===== config.mk =====
export PLATFORM = sky130hd
export DESIGN_NAME = program_memory_table_access
export DESIGN_NICKNAME = d
export VERILOG_FILES = /design/src/hdl/tbl_pkg.sv /design/src/hdl/ptr_step.sv /design/src/hdl/axil_slave.sv /design/src/hdl/program_memory_table_access.sv
export SDC_FILE = /design/constraint.sdc
export NUM_CORES = 1
export LEC_CHECK = 0
export ABC_AREA = 1
export ABC_CLOCK_PERIOD_IN_PS = 5900
export BUFFER_PORTS_ARGS = -buffer_cell sky130_fd_sc_hd__buf_4
export CAP_MARGIN = 40
export CORE_MARGIN = 2
export CORE_UTILIZATION = 50
export DETAILED_ROUTE_END_ITERATION = 6
export PLACE_DENSITY = 0.75
export SETUP_SLACK_MARGIN = 0.5
export SYNTH_ARGS = -nofsm -noshare
export SYNTH_HDL_FRONTEND = slang
export SYNTH_SLANG_ARGS = --single-unit

===== constraint.sdc =====
create_clock -name mclk_i -period 5.9 [get_ports mclk_i]
set_input_delay 0 -clock mclk_i [delete_from_list [all_inputs] [get_ports mclk_i]]
set_output_delay 0 -clock mclk_i [all_outputs]
set_load 0.005 [all_outputs]

===== src/hdl/tbl_pkg.sv =====
// Purpose: shared constants, types and decode for the program memory table access block
// Assumes: 32-bit AXI4-Lite register bus, byte offsets below are byte addresses
// Notes:   register offsets, field positions, pointer widths and the pointer and latch reset values live here
package tbl_pkg;

	// register map (byte addresses)
	localparam int          AXI_AW          = 8;
	localparam logic [7:0]  OFS_LATCH       = 8'h00;
	localparam logic [7:0]  OFS_PTR_LOW     = 8'h04;
	localparam logic [7:0]  OFS_PTR_HIGH    = 8'h08;
	localparam logic [7:0]  OFS_PTR_UPPER   = 8'h0C;
	localparam logic [7:0]  OFS_CMD         = 8'h10;
	localparam logic [7:0]  OFS_STATUS      = 8'h14;

	// pointer geometry
	localparam int          PTR_W           = 22;
	localparam int          LOW_W           = 21;
	localparam int          UPPER_W         = 6;
	localparam int          ERASE_LSB       = 6;
	localparam int          HOLD_BYTES_DEF  = 32;

	// reset values
	localparam logic [21:0] PTR_RST         = 22'h000000;
	localparam logic [7:0]  LATCH_RST       = 8'h00;

	// command register fields
	localparam int          CMD_MODE_LSB    = 0;
	localparam int          CMD_OP_LSB      = 2;

	// status register fields
	localparam int          STAT_BUSY_BIT    = 0;
	localparam int          STAT_REFUSED_BIT = 1;

	// bus responses
	localparam logic [1:0]  RESP_OKAY       = 2'h0;
	localparam logic [1:0]  RESP_SLVERR     = 2'h2;

	typedef enum logic [1:0] {
		OP_READ    = 2'h0,
		OP_STAGE   = 2'h1,
		OP_PROGRAM = 2'h2,
		OP_ERASE   = 2'h3
	} op_e;

	typedef enum logic [1:0] {
		MODE_KEEP    = 2'h0,
		MODE_POSTINC = 2'h1,
		MODE_POSTDEC = 2'h2,
		MODE_PREINC  = 2'h3
	} mode_e;

	typedef struct packed {
		op_e   op;
		mode_e mode;
	} cmd_s;

	typedef struct packed {
		logic [7:0]  addr;
		logic [31:0] data;
		logic [3:0]  strb;
	} reg_wr_s;

	// true when the byte address names an implemented register
	function automatic logic reg_mapped(input logic [7:0] a);
		return (a == OFS_LATCH) || (a == OFS_PTR_LOW) || (a == OFS_PTR_HIGH) ||
		       (a == OFS_PTR_UPPER) || (a == OFS_CMD) || (a == OFS_STATUS);
	endfunction

endpackage


===== src/hdl/ptr_step.sv =====
// Purpose: access address and next pointer for one table operation
// Assumes: pure combinational, same clock domain as the caller
// Notes:   only the low 21 bits ever count, the top bit is carried through
`timescale 1ns/1ps
module ptr_step (
	input  wire logic [21:0]        ptr_i,
	input  wire tbl_pkg::mode_e     mode_i,
	output logic      [21:0]        access_o,
	output logic      [21:0]        next_o
);
	logic [21:0] inc;
	logic [21:0] dec;

	always_comb begin
		inc = {ptr_i[tbl_pkg::PTR_W-1], ptr_i[tbl_pkg::LOW_W-1:0] + 21'h000001};
		dec = {ptr_i[tbl_pkg::PTR_W-1], ptr_i[tbl_pkg::LOW_W-1:0] - 21'h000001};
		case (mode_i)
			tbl_pkg::MODE_KEEP: begin
				access_o = ptr_i;
				next_o   = ptr_i;
			end
			tbl_pkg::MODE_POSTINC: begin
				access_o = ptr_i;
				next_o   = inc;
			end
			tbl_pkg::MODE_POSTDEC: begin
				access_o = ptr_i;
				next_o   = dec;
			end
			tbl_pkg::MODE_PREINC: begin
				access_o = inc;
				next_o   = inc;
			end
			default: begin
				access_o = ptr_i;
				next_o   = ptr_i;
			end
		endcase
	end
endmodule


===== src/hdl/axil_slave.sv =====
// Purpose: AXI4-Lite slave front end, one write and one read under way at most
// Assumes: registers are 8 bits wide in byte lane 0 of each aligned word
// Notes:   write lands one cycle after both halves are held, read data two cycles after ar
`timescale 1ns/1ps
module axil_slave (
	input  wire logic                 mclk_i,
	input  wire logic                 rstn_i,
	input  wire logic                 ce_i,
	input  wire logic [7:0]           awaddr_i,
	input  wire logic                 awvalid_i,
	output logic                      awready_o,
	input  wire logic [31:0]          wdata_i,
	input  wire logic [3:0]           wstrb_i,
	input  wire logic                 wvalid_i,
	output logic                      wready_o,
	output logic      [1:0]           bresp_o,
	output logic                      bvalid_o,
	input  wire logic                 bready_i,
	input  wire logic [7:0]           araddr_i,
	input  wire logic                 arvalid_i,
	output logic                      arready_o,
	output logic      [31:0]          rdata_o,
	output logic      [1:0]           rresp_o,
	output logic                      rvalid_o,
	input  wire logic                 rready_i,
	output tbl_pkg::reg_wr_s          wr_o,
	output logic                      wr_valid_o,
	output logic      [7:0]           rd_addr_o,
	input  wire logic [7:0]           rd_data_i
);
	logic             aw_held_q, aw_held_d, w_held_q, w_held_d;
	logic             awready_q, awready_d, wready_q, wready_d;
	logic             bvalid_q, bvalid_d, wr_valid_q, wr_valid_d;
	logic [1:0]       bresp_q, bresp_d, rresp_q, rresp_d;
	logic [7:0]       awaddr_q, awaddr_d, araddr_q, araddr_d;
	logic [31:0]      wdata_q, wdata_d, rdata_q, rdata_d;
	logic [3:0]       wstrb_q, wstrb_d;
	tbl_pkg::reg_wr_s wr_q, wr_d;
	logic             arready_q, arready_d, ar_pend_q, ar_pend_d, rvalid_q, rvalid_d;

	// write channels taken in either order, response after both
	always_comb begin
		aw_held_d  = aw_held_q | (awvalid_i & awready_q);
		w_held_d   = w_held_q | (wvalid_i & wready_q);
		awaddr_d   = (awvalid_i & awready_q) ? awaddr_i : awaddr_q;
		wdata_d    = (wvalid_i & wready_q) ? wdata_i : wdata_q;
		wstrb_d    = (wvalid_i & wready_q) ? wstrb_i : wstrb_q;
		bvalid_d   = bvalid_q & ~bready_i;
		bresp_d    = bresp_q;
		wr_d       = wr_q;
		wr_valid_d = 1'b0;
		if (aw_held_d && w_held_d && !bvalid_q) begin
			wr_d       = '{addr: awaddr_d, data: wdata_d, strb: wstrb_d};
			wr_valid_d = tbl_pkg::reg_mapped(awaddr_d);
			bresp_d    = tbl_pkg::reg_mapped(awaddr_d) ? tbl_pkg::RESP_OKAY : tbl_pkg::RESP_SLVERR;
			bvalid_d   = 1'b1;
			aw_held_d  = 1'b0;
			w_held_d   = 1'b0;
		end
		awready_d = ~aw_held_d & ~bvalid_d;
		wready_d  = ~w_held_d & ~bvalid_d;
	end

	// read: address held one cycle, then data registered
	always_comb begin
		ar_pend_d = ar_pend_q;
		araddr_d  = araddr_q;
		rvalid_d  = rvalid_q & ~rready_i;
		rdata_d   = rdata_q;
		rresp_d   = rresp_q;
		if (arvalid_i && arready_q) begin
			ar_pend_d = 1'b1;
			araddr_d  = araddr_i;
		end else if (ar_pend_q) begin
			ar_pend_d = 1'b0;
			rvalid_d  = 1'b1;
			rdata_d   = tbl_pkg::reg_mapped(araddr_q) ? {24'h000000, rd_data_i} : 32'h00000000;
			rresp_d   = tbl_pkg::reg_mapped(araddr_q) ? tbl_pkg::RESP_OKAY : tbl_pkg::RESP_SLVERR;
		end
		arready_d = ~ar_pend_d & ~rvalid_d;
	end

	always_ff @(posedge mclk_i or negedge rstn_i) begin
		if (!rstn_i) begin
			aw_held_q  <= 1'b0;
			w_held_q   <= 1'b0;
			awready_q  <= 1'b1;
			wready_q   <= 1'b1;
			awaddr_q   <= 8'h00;
			wdata_q    <= 32'h00000000;
			wstrb_q    <= 4'h0;
			bvalid_q   <= 1'b0;
			bresp_q    <= 2'h0;
			wr_q       <= '0;
			wr_valid_q <= 1'b0;
			arready_q  <= 1'b1;
			ar_pend_q  <= 1'b0;
			araddr_q   <= 8'h00;
			rvalid_q   <= 1'b0;
			rdata_q    <= 32'h00000000;
			rresp_q    <= 2'h0;
		end else if (ce_i) begin
			aw_held_q  <= aw_held_d;
			w_held_q   <= w_held_d;
			awready_q  <= awready_d;
			wready_q   <= wready_d;
			awaddr_q   <= awaddr_d;
			wdata_q    <= wdata_d;
			wstrb_q    <= wstrb_d;
			bvalid_q   <= bvalid_d;
			bresp_q    <= bresp_d;
			wr_q       <= wr_d;
			wr_valid_q <= wr_valid_d;
			arready_q  <= arready_d;
			ar_pend_q  <= ar_pend_d;
			araddr_q   <= araddr_d;
			rvalid_q   <= rvalid_d;
			rdata_q    <= rdata_d;
			rresp_q    <= rresp_d;
		end
	end

	assign awready_o  = awready_q;
	assign wready_o   = wready_q;
	assign bvalid_o   = bvalid_q;
	assign bresp_o    = bresp_q;
	assign arready_o  = arready_q;
	assign rvalid_o   = rvalid_q;
	assign rdata_o    = rdata_q;
	assign rresp_o    = rresp_q;
	assign wr_o       = wr_q;
	assign wr_valid_o = wr_valid_q;
	assign rd_addr_o  = araddr_q;
endmodule


===== src/hdl/program_memory_table_access.sv =====
// Purpose: table read, stage, program and erase path between core registers and flash
// Assumes: flash port is synchronous logic on mclk_i; registers over AXI4-Lite
// Notes:   HOLD_BYTES must be 8, 16 or 32
`timescale 1ns/1ps
module program_memory_table_access #(
	parameter int HOLD_BYTES = tbl_pkg::HOLD_BYTES_DEF
) (
	input  wire logic                    mclk_i,
	input  wire logic                    rstn_i,
	input  wire logic                    ce_i,
	input  wire logic [7:0]              awaddr_i,
	input  wire logic                    awvalid_i,
	output logic                         awready_o,
	input  wire logic [31:0]             wdata_i,
	input  wire logic [3:0]              wstrb_i,
	input  wire logic                    wvalid_i,
	output logic                         wready_o,
	output logic      [1:0]              bresp_o,
	output logic                         bvalid_o,
	input  wire logic                    bready_i,
	input  wire logic [7:0]              araddr_i,
	input  wire logic                    arvalid_i,
	output logic                         arready_o,
	output logic      [31:0]             rdata_o,
	output logic      [1:0]              rresp_o,
	output logic                         rvalid_o,
	input  wire logic                    rready_i,
	output logic      [21:0]             pm_addr_o,
	output logic                         pm_read_o,
	input  wire logic [7:0]              pm_rdata_i,
	input  wire logic                    pm_rvalid_i,
	output logic                         pm_program_o,
	output logic                         pm_erase_o,
	input  wire logic                    pm_done_i,
	output logic      [HOLD_BYTES*8-1:0] hold_block_o
);
	localparam int OFF_W = $clog2(HOLD_BYTES);

	typedef enum logic [1:0] {
		ST_IDLE   = 2'h0,
		ST_READ   = 2'h1,
		ST_COMMIT = 2'h2
	} state_e;

	tbl_pkg::reg_wr_s wr;
	logic             wr_valid;
	logic [7:0]       rd_addr;
	logic [7:0]       rd_data;

	state_e           state_q, state_d;
	logic [21:0]      ptr_q, ptr_d;
	logic [7:0]       latch_q, latch_d;
	tbl_pkg::cmd_s    cmd_q, cmd_d;
	logic             refused_q, refused_d;
	logic [21:0]      pm_addr_q, pm_addr_d;
	logic             pm_read_q, pm_read_d;
	logic             pm_program_q, pm_program_d;
	logic             pm_erase_q, pm_erase_d;
	logic             stage_en;
	logic [OFF_W-1:0] stage_idx;
	logic [21:0]      access_addr;
	logic [21:0]      next_ptr;
	logic             cmd_wr;
	tbl_pkg::cmd_s    cmd_new;
	logic             ptr_adv;
	logic             latch_load;
	logic             refused_clr;
	logic             busy;

	logic [HOLD_BYTES-1:0][7:0] hold_q, hold_d;

	// lane 0 write aimed at one register
	function automatic logic sw_hit(input tbl_pkg::reg_wr_s w, input logic v, input logic [7:0] ofs);
		return v && w.strb[0] && (w.addr == ofs);
	endfunction

	axil_slave u_bus (
		.mclk_i     (mclk_i),
		.rstn_i     (rstn_i),
		.ce_i       (ce_i),
		.awaddr_i   (awaddr_i),
		.awvalid_i  (awvalid_i),
		.awready_o  (awready_o),
		.wdata_i    (wdata_i),
		.wstrb_i    (wstrb_i),
		.wvalid_i   (wvalid_i),
		.wready_o   (wready_o),
		.bresp_o    (bresp_o),
		.bvalid_o   (bvalid_o),
		.bready_i   (bready_i),
		.araddr_i   (araddr_i),
		.arvalid_i  (arvalid_i),
		.arready_o  (arready_o),
		.rdata_o    (rdata_o),
		.rresp_o    (rresp_o),
		.rvalid_o   (rvalid_o),
		.rready_i   (rready_i),
		.wr_o       (wr),
		.wr_valid_o (wr_valid),
		.rd_addr_o  (rd_addr),
		.rd_data_i  (rd_data)
	);

	assign cmd_wr      = sw_hit(wr, wr_valid, tbl_pkg::OFS_CMD);
	assign refused_clr = sw_hit(wr, wr_valid, tbl_pkg::OFS_STATUS) && wr.data[tbl_pkg::STAT_REFUSED_BIT];
	assign busy        = (state_q != ST_IDLE);
	assign cmd_new = '{op: tbl_pkg::op_e'(wr.data[tbl_pkg::CMD_OP_LSB +: 2]),
	                   mode: tbl_pkg::mode_e'(wr.data[tbl_pkg::CMD_MODE_LSB +: 2])};

	ptr_step u_step (
		.ptr_i    (ptr_q),
		.mode_i   (cmd_new.mode),
		.access_o (access_addr),
		.next_o   (next_ptr)
	);

	// register reads
	always_comb begin
		case (rd_addr)
			tbl_pkg::OFS_LATCH:     rd_data = latch_q;
			tbl_pkg::OFS_PTR_LOW:   rd_data = ptr_q[7:0];
			tbl_pkg::OFS_PTR_HIGH:  rd_data = ptr_q[15:8];
			tbl_pkg::OFS_PTR_UPPER: rd_data = {2'h0, ptr_q[21:16]};
			tbl_pkg::OFS_CMD:       rd_data = {4'h0, cmd_q};
			tbl_pkg::OFS_STATUS: begin
				rd_data = 8'h00;
				rd_data[tbl_pkg::STAT_BUSY_BIT]    = busy;
				rd_data[tbl_pkg::STAT_REFUSED_BIT] = refused_q;
			end
			default:                rd_data = 8'h00;
		endcase
	end

	// software writes to pointer and latch, then table operation results
	always_comb begin
		ptr_d   = ptr_q;
		latch_d = latch_q;
		if (sw_hit(wr, wr_valid, tbl_pkg::OFS_LATCH)) begin
			latch_d = wr.data[7:0];
		end
		if (sw_hit(wr, wr_valid, tbl_pkg::OFS_PTR_LOW)) begin
			ptr_d[7:0] = wr.data[7:0];
		end
		if (sw_hit(wr, wr_valid, tbl_pkg::OFS_PTR_HIGH)) begin
			ptr_d[15:8] = wr.data[7:0];
		end
		if (sw_hit(wr, wr_valid, tbl_pkg::OFS_PTR_UPPER)) begin
			ptr_d[21:16] = wr.data[tbl_pkg::UPPER_W-1:0];
		end
		if (ptr_adv) begin
			ptr_d = next_ptr;
		end
		if (latch_load) begin
			latch_d = pm_rdata_i;
		end
	end

	// last accepted command and refusal flag, a refusal beats a clear
	always_comb begin
		cmd_d     = cmd_q;
		refused_d = refused_q & ~refused_clr;
		if (cmd_wr && !busy) begin
			cmd_d = cmd_new;
		end
		if (cmd_wr && busy) begin
			refused_d = 1'b1;
		end
	end

	// command sequencer and flash strobes
	always_comb begin
		state_d      = state_q;
		pm_addr_d    = pm_addr_q;
		pm_read_d    = 1'b0;
		pm_program_d = 1'b0;
		pm_erase_d   = 1'b0;
		stage_en     = 1'b0;
		ptr_adv      = 1'b0;
		latch_load   = 1'b0;
		stage_idx    = access_addr[OFF_W-1:0];
		case (state_q)
			ST_IDLE: begin
				if (cmd_wr) begin
					case (cmd_new.op)
						tbl_pkg::OP_READ: begin
							pm_addr_d = access_addr;
							pm_read_d = 1'b1;
							ptr_adv   = 1'b1;
							state_d   = ST_READ;
						end
						tbl_pkg::OP_STAGE: begin
							stage_en = 1'b1;
							ptr_adv  = 1'b1;
						end
						tbl_pkg::OP_PROGRAM: begin
							pm_addr_d    = {ptr_q[21:OFF_W], {OFF_W{1'b0}}};
							pm_program_d = 1'b1;
							state_d      = ST_COMMIT;
						end
						tbl_pkg::OP_ERASE: begin
							pm_addr_d  = {ptr_q[21:tbl_pkg::ERASE_LSB], 6'h00};
							pm_erase_d = 1'b1;
							state_d    = ST_COMMIT;
						end
						default: begin
						end
					endcase
				end
			end
			ST_READ: begin
				if (pm_rvalid_i) begin
					latch_load = 1'b1;
					state_d    = ST_IDLE;
				end
			end
			ST_COMMIT: begin
				if (pm_done_i)
					state_d = ST_IDLE;
			end
			default: state_d = ST_IDLE;
		endcase
	end

	// holding block entries, one per byte
	genvar gi;
	generate
		for (gi = 0; gi < HOLD_BYTES; gi++) begin : g_hold
			always_comb begin
				hold_d[gi] = (stage_en && stage_idx == OFF_W'(gi)) ? latch_q : hold_q[gi];
			end
		end
	endgenerate

	// sequencer state and flash strobes
	always_ff @(posedge mclk_i or negedge rstn_i) begin
		if (!rstn_i) begin
			state_q      <= ST_IDLE;
			pm_addr_q    <= tbl_pkg::PTR_RST;
			pm_read_q    <= 1'b0;
			pm_program_q <= 1'b0;
			pm_erase_q   <= 1'b0;
		end else if (ce_i) begin
			state_q      <= state_d;
			pm_addr_q    <= pm_addr_d;
			pm_read_q    <= pm_read_d;
			pm_program_q <= pm_program_d;
			pm_erase_q   <= pm_erase_d;
		end
	end

	// command and refusal flag
	always_ff @(posedge mclk_i or negedge rstn_i) begin
		if (!rstn_i) begin
			cmd_q     <= '0;
			refused_q <= 1'b0;
		end else if (ce_i) begin
			cmd_q     <= cmd_d;
			refused_q <= refused_d;
		end
	end

	// pointer and transfer latch
	always_ff @(posedge mclk_i or negedge rstn_i) begin
		if (!rstn_i) begin
			ptr_q   <= tbl_pkg::PTR_RST;
			latch_q <= tbl_pkg::LATCH_RST;
		end else if (ce_i) begin
			ptr_q   <= ptr_d;
			latch_q <= latch_d;
		end
	end

	// holding block
	always_ff @(posedge mclk_i or negedge rstn_i) begin
		if (!rstn_i) begin
			hold_q <= '0;
		end else if (ce_i) begin
			hold_q <= hold_d;
		end
	end

	assign pm_addr_o    = pm_addr_q;
	assign pm_read_o    = pm_read_q;
	assign pm_program_o = pm_program_q;
	assign pm_erase_o   = pm_erase_q;
	assign hold_block_o = hold_q;
endmodule


==> results of run 1 <==
-- kinds of logic (layout without fill, tap and decap cells) --
group | Yosys count | count (layout) | share of synthesized area (%)
fa+ha+maj | 2 | 2 | 0.145
compound gates | 328 | 328 | 10.9
flops | 379 | 379 | 54.9
mux | 2 | 2 | 0.130
simple gates | 1099 | 1099 | 27.1
other cells | 1 | 26 | 0.0217
buf+inv | 223 | 597 | 6.10
xor+xnor | 13 | 13 | 0.789
-- repair_timing --
item                                    in CTS  in global routing
endpoints found under the hold margin      181                  0
gates resized for setup                      0                  0
endpoints found under the setup margin       0                  0
hold buffers                                43                  0
-- cells in the final DEF, fill, tap and decap left out, drive strengths merged, types with 4 or more instances in the layout --
cell,count
a21boi,7
a21oi,38
buf,357
bufinv,4
clkbuf,54
clkinv,14
conb,26
dfrtp,376
dlygate4sd3,43
inv,122
nand2,842
nand3,68
nand4,13
nor2,163
nor3,8
o211ai,24
o21ai,235
o22ai,14
xor2,12
-- cell type report --
class                   count  area share [%]
repair buffers            400            15.3
inverters                 126            2.18
clock buffers              54            5.22
flip-flops and latches    379            42.9
multi-input cells        1470            30.9
clock inverters            17           0.955
well taps                 455            2.57
-- registers in the layout, indices dropped and copies added (netlist names), 2 cells and up --
signal	cells
ptr_q	22
latch_q	8
state_q	2
pm_addr_o	22
u_bus.wdata_q	8
cmd_q	4
u_bus.wr_o	17
u_bus.rdata_o	8
u_bus.awaddr_q	8
u_bus.rd_addr_o	8
hold_block_o	256
-- final timing paths --
| kind | from | to | slack [ns] | cells past startpoint |
|---|---|---|---|---|
| worst max-delay path | u_bus.wr_o[4] | ptr_q[10] | 2.90 | 7 |
| max in group asynchronous | rstn_i | hold_block_o[122] | 4.31 | 3 |
| worst min-delay path | rstn_i | pm_addr_o[16] | 0.11 | 2 |
| worst max register to register | u_bus.wr_o[4] | ptr_q[10] | 2.90 | 7 |
| worst min register to register | u_bus.aw_held_q | u_bus.awready_o | 0.45 | 1 |
| min in group mclk_i | awvalid_i | u_bus.wr_o[40] | 0.15 | 6 |
-- through the flow --
| stage | instance area, sq um | hold WS, ns | setup WS, ns | instances |
|---|---|---|---|---|
| global route | 22100 | 0.252 | 2.75 | 2901 |
| finish | 22100 | 0.110 | 2.90 | 2901 |
| floorplan | 17400 | -0.296 | 3.88 | 2072 |
| CTS | 22100 | 0.129 | 2.99 | 2901 |
| global placement | 20000 | 0.167 | 3.01 | 2771 |
| detailed placement | 20300 | 0.181 | 2.98 | 2787 |
-- power by group through the flow --
stage	Sequential (mW)	Clock [mW]	Combinational [mW]
floorplan	2.89	0	0.625
global placement	2.99	0	0.843
detailed placement	2.97	0	0.937
CTS	2.92	2.67	0.969
global route	2.94	2.77	1.08
finish	2.93	2.63	0.977
-- worst reg2reg max path: cells and delay by family, from the launching register on --
kind / cells / cell delay [ns]
buffers and inverters: 3 / 1.08
AND/OR/NAND/NOR: 4 / 0.93
flip-flops: 1 / 0.90
-- routing by layer --
layer  wire [microns]  track usage [%]
met1            23100             41.0
met2            24800             47.7
met3             4450             6.18
met4             1520             9.21
met5                0                0
==> insert_results.sql, run 1 <==
INSERT INTO impl_metrics (metric_group, metric, value, unit) VALUES
('setup_path', 'critical_path.most_common_cell', 'sky130_fd_sc_hd__nand3_1', ''),
('power_and_ir_drop', 'internal-power', '4.63', 'mW'),
('floorplan', 'start_util', '50.4', '%'),
('layout', 'area.growth.synth_to_final', '28.0', '%'),
('global_routing', 'grt_start_max_net_pins', '177', ''),
('layout', 'multi_input_comb_area', '6850', 'sq um'),
('floorplan', 'die-area', '36100', 'sq um'),
('synthesis', 'synthesis_warnings', '0', ''),
('layout', 'antenna_cells', '0', ''),
('layout', 'layout_cell_share_with_drive_strength_beyond_1', '21.7', '%'),
('power_and_ir_drop', 'power.switching', '1.90', 'mW'),
('route', 'antenna_left', '0', ''),
('route', 'route.vias.total', '15397', ''),
('setup_path', 'cp_cell_sequence', 'clkinv_1, nand3_1, inv_1, nand3_1, nand3_1, nand2_1, inv_1', ''),
('outcome', 'run_status', 'completed', ''),
('layout', 'final_nets', '2489', ''),
('synthesis', 'synthesis.area', '17300', 'sq um'),
('synthesis', 'postSynthRegisterBits', '379', ''),
('clock_network', 'tritoncts_clock_tree', 'done', ''),
('setup_path', 'critPathBufInv', '3', ''),
('power_and_ir_drop', 'power_frac_comb', '15.0', '%'),
('clock_network', 'cts.reportedPaths.clkPinSlew', '0.06', 'ns'),
('setup_path', 'critPathMaxStageDelay', '0.90', 'ns'),
('clock_network', 'htreeDepth', '2', ''),
('setup_path', 'critical_path.endpoint_type', 'flop', ''),
('clock_network', 'cts.root.buffer_cell', 'sky130_fd_sc_hd__clkbuf_16', ''),
('synthesis', 'synth-edff-count', '0', ''),
('setup_path', 'setup.worst_path.class', 'flop to flop', ''),
('clock_network', 'postCtsSetupRepairBufs', '0', ''),
('layout', 'sequential_cell_area', '9490', 'sq um'),
('sta', 'worst_clock_skew', '0.0153', 'ns'),
('power_and_ir_drop', 'clockPowerShare', '40.2', '%'),
('power_and_ir_drop', 'power_density', '295', 'nW/um^2'),
('setup_path', 'crit_path_max_fanout', '19', ''),
('route', 'drt_pass1_iterations', '5', ''),
('route', 'drc_errors_left', '0', ''),
('route', 'routed_wire_length_per_instance', '18.5', 'microns'),
('synthesis', 'yosysSeqAreaShare', '54.9', '%'),
('setup_path', 'required', '6.34', 'ns'),
('sta', 'setup_repair_after_global_routing_missed_its_margin', 'no', ''),
('power_and_ir_drop', 'switching_share', '29.1', '%'),
('route', 'route.detailed.vias_per_inst', '5.31', ''),
('run', 'drv.max_cap_violation_count', '0', ''),
('sta', 'max-slew-margin-rel', '32.9', '%'),
('setup_path', 'critical_path_arrival', '3.44', 'ns'),
('sta', 'report.final.setup_viol', '0', ''),
('synthesis', 'yosys-top-cells-count', '813 x sky130_fd_sc_hd__nand2_1, 376 x sky130_fd_sc_hd__dfrtp_1, 129 x sky130_fd_sc_hd__nor2_1, 114 x sky130_fd_sc_hd__inv_1, 110 x sky130_fd_sc_hd__o21ai_0', ''),
('floorplan', 'die_width', '190', 'microns'),
('synthesis', 'synth_area_per_cell', '8.45', 'sq um'),
('sta', 'fmax', '333', 'MHz'),
('floorplan', 'num_io_pins', '392', ''),
('setup_path', 'crit_family', 'buffers and inverters', ''),
('floorplan', 'floorplan.rows', '68', ''),
('power_and_ir_drop', 'ir_drop', '0.252', 'mV'),
('sta', 'timing.setup.tns', '0', 'ns'),
('floorplan', 'fp.dieH', '190', 'microns'),
('sta', 'max_slew.worst_pin.slew', '1.01', 'ns'),
('route', 'routed_wirelength', '53800', 'microns'),
('layout', 'post-route-util', '64.6', '%'),
('synthesis', 'yosysUniqueCellTypes', '50', ''),
('clock_network', 'insertion_delay', '0.55', 'ns'),
('synthesis', 'async_flop_share', '100', '%'),
('clock_network', 'tritoncts.num_buffers', '40', ''),
('global_routing', 'grt_antenna_before_repair', '0', ''),
('synthesis', 'leading_post_synthesis_cells_by_cell_area', 'sky130_fd_sc_hd__dfrtp_1 54%, sky130_fd_sc_hd__nand2_1 18%, sky130_fd_sc_hd__o21ai_0 3.2%', ''),
('clock_network', 'tritoncts_num_sinks', '379', ''),
('place', 'port_buffers', '338', ''),
('global_routing', 'grt_pass1_wl', '84200', 'microns'),
('place', 'routability_cong', '0.945', ''),
('sta', 'finalCriticalPeriod', '3.00', 'ns'),
('synthesis', 'synthesis.instances', '2047', '');
(Power assumes the default switching activity.)
==> run 2: changes to the inputs <==
ABC_AREA = 0   (was 1)
ABC_CLOCK_PERIOD_IN_PS = 2700   (was 5900)
CORE_UTILIZATION = 49   (was 50)
PLACE_DENSITY = 0.76   (was 0.75)
clock period = 2.7 ns   (was 5.9 ns; I/O delays follow)
==> run 2 against run 1 <==
Effect of this change: synthesized area decreased by 0.93%; non-clock buffer count increased by 131; utilization increased by 5.4 points; total power increased by 120%; largest cell class unchanged; first-iteration DRC count decreased by 17%; highest routed layer unchanged; clock power increased by 100%.
==> insert_results.sql, run 2 <==
INSERT INTO impl_metrics (metric_group, metric, value, unit) VALUES
('power_and_ir_drop', 'power_leakage', '12.0', 'nW'),
('synthesis', 'adder_and_majority_cell_fraction_of_the_synthesized_area', '0.146', '%'),
('route', 'drt_iter0_drc', '1018', ''),
('floorplan', 'fp.dieH', '191', 'microns'),
('floorplan', 'start_util', '49.7', '%'),
('synthesis', 'async_flop_share', '100', '%'),
('sta', 'final.setup.worst_slack', '0.166', 'ns'),
('place', 'preCtsSetupSlack', '-0.146', 'ns'),
('synthesis', 'synthesis.area', '17100', 'sq um'),
('clock_network', 'insertion_delay', '0.54', 'ns'),
('route', 'route.detailed.vias_per_inst', '5.62', ''),
('synthesis', 'synthesis.instances', '1361', ''),
('sta', 'max-slew-margin-rel', '49.5', '%'),
('outcome', 'run_status', 'completed', ''),
('power_and_ir_drop', 'ir_drop', '0.498', 'mV'),
('synthesis', 'synth_top_cell_by_area', 'sky130_fd_sc_hd__dfrtp_1', ''),
('setup_path', 'timing.rr.start', 'state_q[1]', ''),
('synthesis', 'post_synth_and_or_nand_nor_area_fraction', '10.3', '%'),
('clock_network', 'cts.reportedPaths.clkPinSlew', '0.06', 'ns'),
('synthesis', 'synth-edff-count', '0', ''),
('place', 'routability_cong', '0.954', ''),
('layout', 'final_nets', '1924', ''),
('route', 'route.vias.total', '13147', ''),
('layout', 'largest_reg_flops', '256', ''),
('sta', 'fmax', '395', 'MHz'),
('setup_path', 'timing.rr.end', 'hold_block_o[89]', ''),
('sta', 'timing.final.hold_violations', '0', ''),
('route', 'routed_wire_length_per_instance', '22.6', 'microns'),
('synthesis', 'postSynth.topFlopCell', 'sky130_fd_sc_hd__dfrtp_1', ''),
('synthesis', 'post_synth_xor_area_fraction', '1.23', '%'),
('setup_path', 'critical_path.endpoint_type', 'flop', ''),
('setup_path', 'ff2ff_setup_slack', '0.17', 'ns'),
('global_routing', 'grt_start_max_net_pins', '79', ''),
('sta', 'fin_crit_sh', '93.9', '%'),
('clock_network', 'cts.root.buffer_cell', 'sky130_fd_sc_hd__clkbuf_16', ''),
('sta', 'report.final.setup_viol', '0', ''),
('global_routing', 'grt_remaining_overflow', '0', ''),
('setup_path', 'required', '3.12', 'ns'),
('global_routing', 'grt_antenna_before_repair', '0', ''),
('clock_network', 'tritoncts_num_sinks', '379', ''),
('route', 'drc_errors_left', '0', ''),
('route', 'drt_pass1_iterations', '5', ''),
('clock_network', 'tritoncts_clock_tree', 'done', ''),
('clock_network', 'clock_tree.buffer_depth', '3', ''),
('layout', 'layout.cell_area.non_filler', '24100', 'sq um'),
('setup_path', 'crit_slowest_cell', 'sky130_fd_sc_hd__or4_4', ''),
('synthesis', 'synth_top_family_by_area', 'multiplexers', ''),
('sta', 'max_slew.worst_pin.slew', '0.758', 'ns'),
('power_and_ir_drop', 'switching_share', '28.5', '%'),
('synthesis', 'synth_area_per_cell', '12.6', 'sq um'),
('global_routing', 'grt_pass1_wl', '75800', 'microns'),
('power_and_ir_drop', 'power.sequential.fraction', '46.3', '%'),
('route', 'antenna_left', '0', ''),
('setup_path', 'critical_path.most_common_cell', 'sky130_fd_sc_hd__buf_12', ''),
('floorplan', 'num_io_pins', '392', ''),
('synthesis', 'post-synth-top-count-cell', 'sky130_fd_sc_hd__dfrtp_1', ''),
('synthesis', 'leading_post_synthesis_cells_by_cell_area', 'sky130_fd_sc_hd__dfrtp_1 55%, sky130_fd_sc_hd__mux2_2 15%, sky130_fd_sc_hd__mux2_4 5.7%', ''),
('floorplan', 'die_width', '191', 'microns'),
('synthesis', 'synthesis_warnings', '0', ''),
('place', 'port_buffers', '338', ''),
('setup_path', 'critPathMaxStageDelay', '0.50', 'ns'),
('setup_path', 'critical_path_arrival', '2.95', 'ns'),
('layout', 'layout_cell_share_with_drive_strength_beyond_1', '50.9', '%'),
('sta', 'final_max_slew_viol_count', '0', ''),
('synthesis', 'synth_compound_gate_area_share', '6.18', '%'),
('setup_path', 'worst-r2r-cell-count', '9', ''),
('setup_path', 'start_kind', 'flop', ''),
('power_and_ir_drop', 'internal-power', '10.2', 'mW'),
('place', 'hpwlAfterDp', '34400', 'microns'),
('synthesis', 'synth_mux_area_share', '23.0', '%'),
('layout', 'area.growth.synth_to_final', '40.7', '%'),
('synthesis', 'yosys-top-cells-count', '376 x sky130_fd_sc_hd__dfrtp_1, 223 x sky130_fd_sc_hd__mux2_2, 104 x sky130_fd_sc_hd__nand2_1, 69 x sky130_fd_sc_hd__clkbuf_1, 65 x sky130_fd_sc_hd__mux2_4', ''),
('synthesis', 'yosysUniqueCellTypes', '74', ''),
('sta', 'setup_repair_after_global_routing_missed_its_margin', 'yes', ''),
('sta', 'timing.setup.tns', '0', 'ns'),
('synthesis', 'yosysSeqAreaShare', '55.4', '%'),
('setup_path', 'cp_cell_sequence', 'or2_4, or4_4, nor4_4, buf_4, nand2b_4, buf_12, nor2_4, buf_12, mux2_4', ''),
('layout', 'final_cell_mix', '435 x sky130_fd_sc_hd__buf_4, 372 x sky130_fd_sc_hd__dfrtp_1, 163 x sky130_fd_sc_hd__mux2_4, 125 x sky130_fd_sc_hd__mux2_2, 97 x sky130_fd_sc_hd__nand2_1', ''),
('setup_path', 'crit_path_max_fanout', '8', ''),
('synthesis', 'postSynthRegisterBits', '379', ''),
('layout', 'leading_cell_type_in_the_layout_fill_and_taps_excluded', 'sky130_fd_sc_hd__buf_4', ''),
('clock_network', 'htreeDepth', '2', ''),
('run', 'drv.max_cap_violation_count', '0', ''),
('floorplan', 'die-area', '36500', 'sq um'),
('hold_path', 'timing.hold.worst.class', 'input port to async pin', ''),
('setup_path', 'setup.worst_path.class', 'flop to flop', ''),
('global_routing', 'grt.total_usage', '27.0', '%'),
('power_and_ir_drop', 'power_frac_comb', '16.7', '%'),
('place', 'detailed_place.area', '20600', 'sq um'),
('sta', 'finalCriticalPeriod', '2.53', 'ns'),
('global_routing', 'vias_in_the_first_global_route', '12881', ''),
('power_and_ir_drop', 'clockPowerShare', '37.0', '%'),
('power_and_ir_drop', 'power_density', '591', 'nW/um^2'),
('sta', 'worst_clock_skew', '0.0170', 'ns'),
('clock_network', 'tritoncts.num_buffers', '40', ''),
('floorplan', 'floorplan.rows', '68', ''),
('floorplan', 'core', '34500', 'sq um'),
('route', 'routed_wirelength', '52900', 'microns'),
('synthesis', 'synth_largest_type_area_fraction', '54.9', '%'),
('power_and_ir_drop', 'power.switching', '4.06', 'mW');
-- run 2: cell families after synthesis --
| family | after synthesis |
|---|---|
| AO/OA/AOI/OAI | 170 |
| XOR/XNOR | 24 |
| adder cells (fa/ha/maj) | 2 |
| buffers and inverters | 132 |
| flip-flops | 379 |
| multiplexers | 328 |
| other | 1 |
| AND/OR/NAND/NOR | 325 |
-- run 2: final cells by class --
cell class              instances  area [sq um]
diodes                          1          2.50
clock buffers                  64          1190
clock inverters                 8          58.8
fillers                      2296         10300
inverters                      23          86.3
multi-input cells             877          8160
flip-flops and latches        379          9490
well taps                     455           569
repair buffers                531          4550
-- run 2: per-stage QoR --
step | total power [mW] | util, % | hold WS, ns | std cells
after CTS | 14.0 | 66.3 | 0.0601 | 2292
after global placement | 8.59 | 59.7 | 0.0277 | 2150
after floorplan | 7.80 | - | -0.296 | 1386
after global routing | 14.8 | 70.0 | 0.104 | 2337
after detailed placement | 8.66 | 59.7 | 0.0236 | 2152
final | 14.2 | 70.0 | 0.0375 | 2338
-- run 2: layer usage --
metal / part of all wire, % / global-route usage (%)
met1: 39 / 34.5
met3: 6.6 / 4.50
met2: 50 / 46.3
met4: 4.2 / 10.1
met5: 0 / 0
-- run 2: repair_timing --
action	CTS	global route
resized for setup	50	207
pin swaps	22	41
gates cloned	0	4
hold buffers	46	0
endpoints found under the hold margin	374	0
setup endpoints to repair	291	307
buffers inserted	22	41
-- run 2: power groups by stage --
stage	Combinational (mW)	Clock (mW)	Sequential (mW)
2_1_floorplan	1.39	0	6.41
3_3_place_gp	1.98	0	6.62
3_5_place_dp	2.02	0	6.64
4_1_cts	2.16	5.34	6.55
5_1_grt	2.58	5.58	6.65
6_report	2.38	5.26	6.59
-- run 2: worst max path at each step --
stage | start | endpoint | slack, ns | depth (start not counted)
after floorplan | u_bus.wr_o[42] | hold_block_o[53] | 0.27 | 7
after global placement | state_q[1] | hold_block_o[153] | -0.09 | 8
after detailed placement | state_q[1] | hold_block_o[92] | -0.15 | 8
after CTS | state_q[0] | hold_block_o[219] | 0.21 | 8
after global routing | state_q[1] | hold_block_o[216] | 0.07 | 8
final | state_q[1] | hold_block_o[89] | 0.17 | 9
-- run 2: worst max-delay path, delay by kind of cell, from the launching register on --
family,cells,cell delay (ns)
DFF,1,0.39
muxes,1,0.30
and+or+nand+nor,5,1.24
buffers and inverters,3,0.49
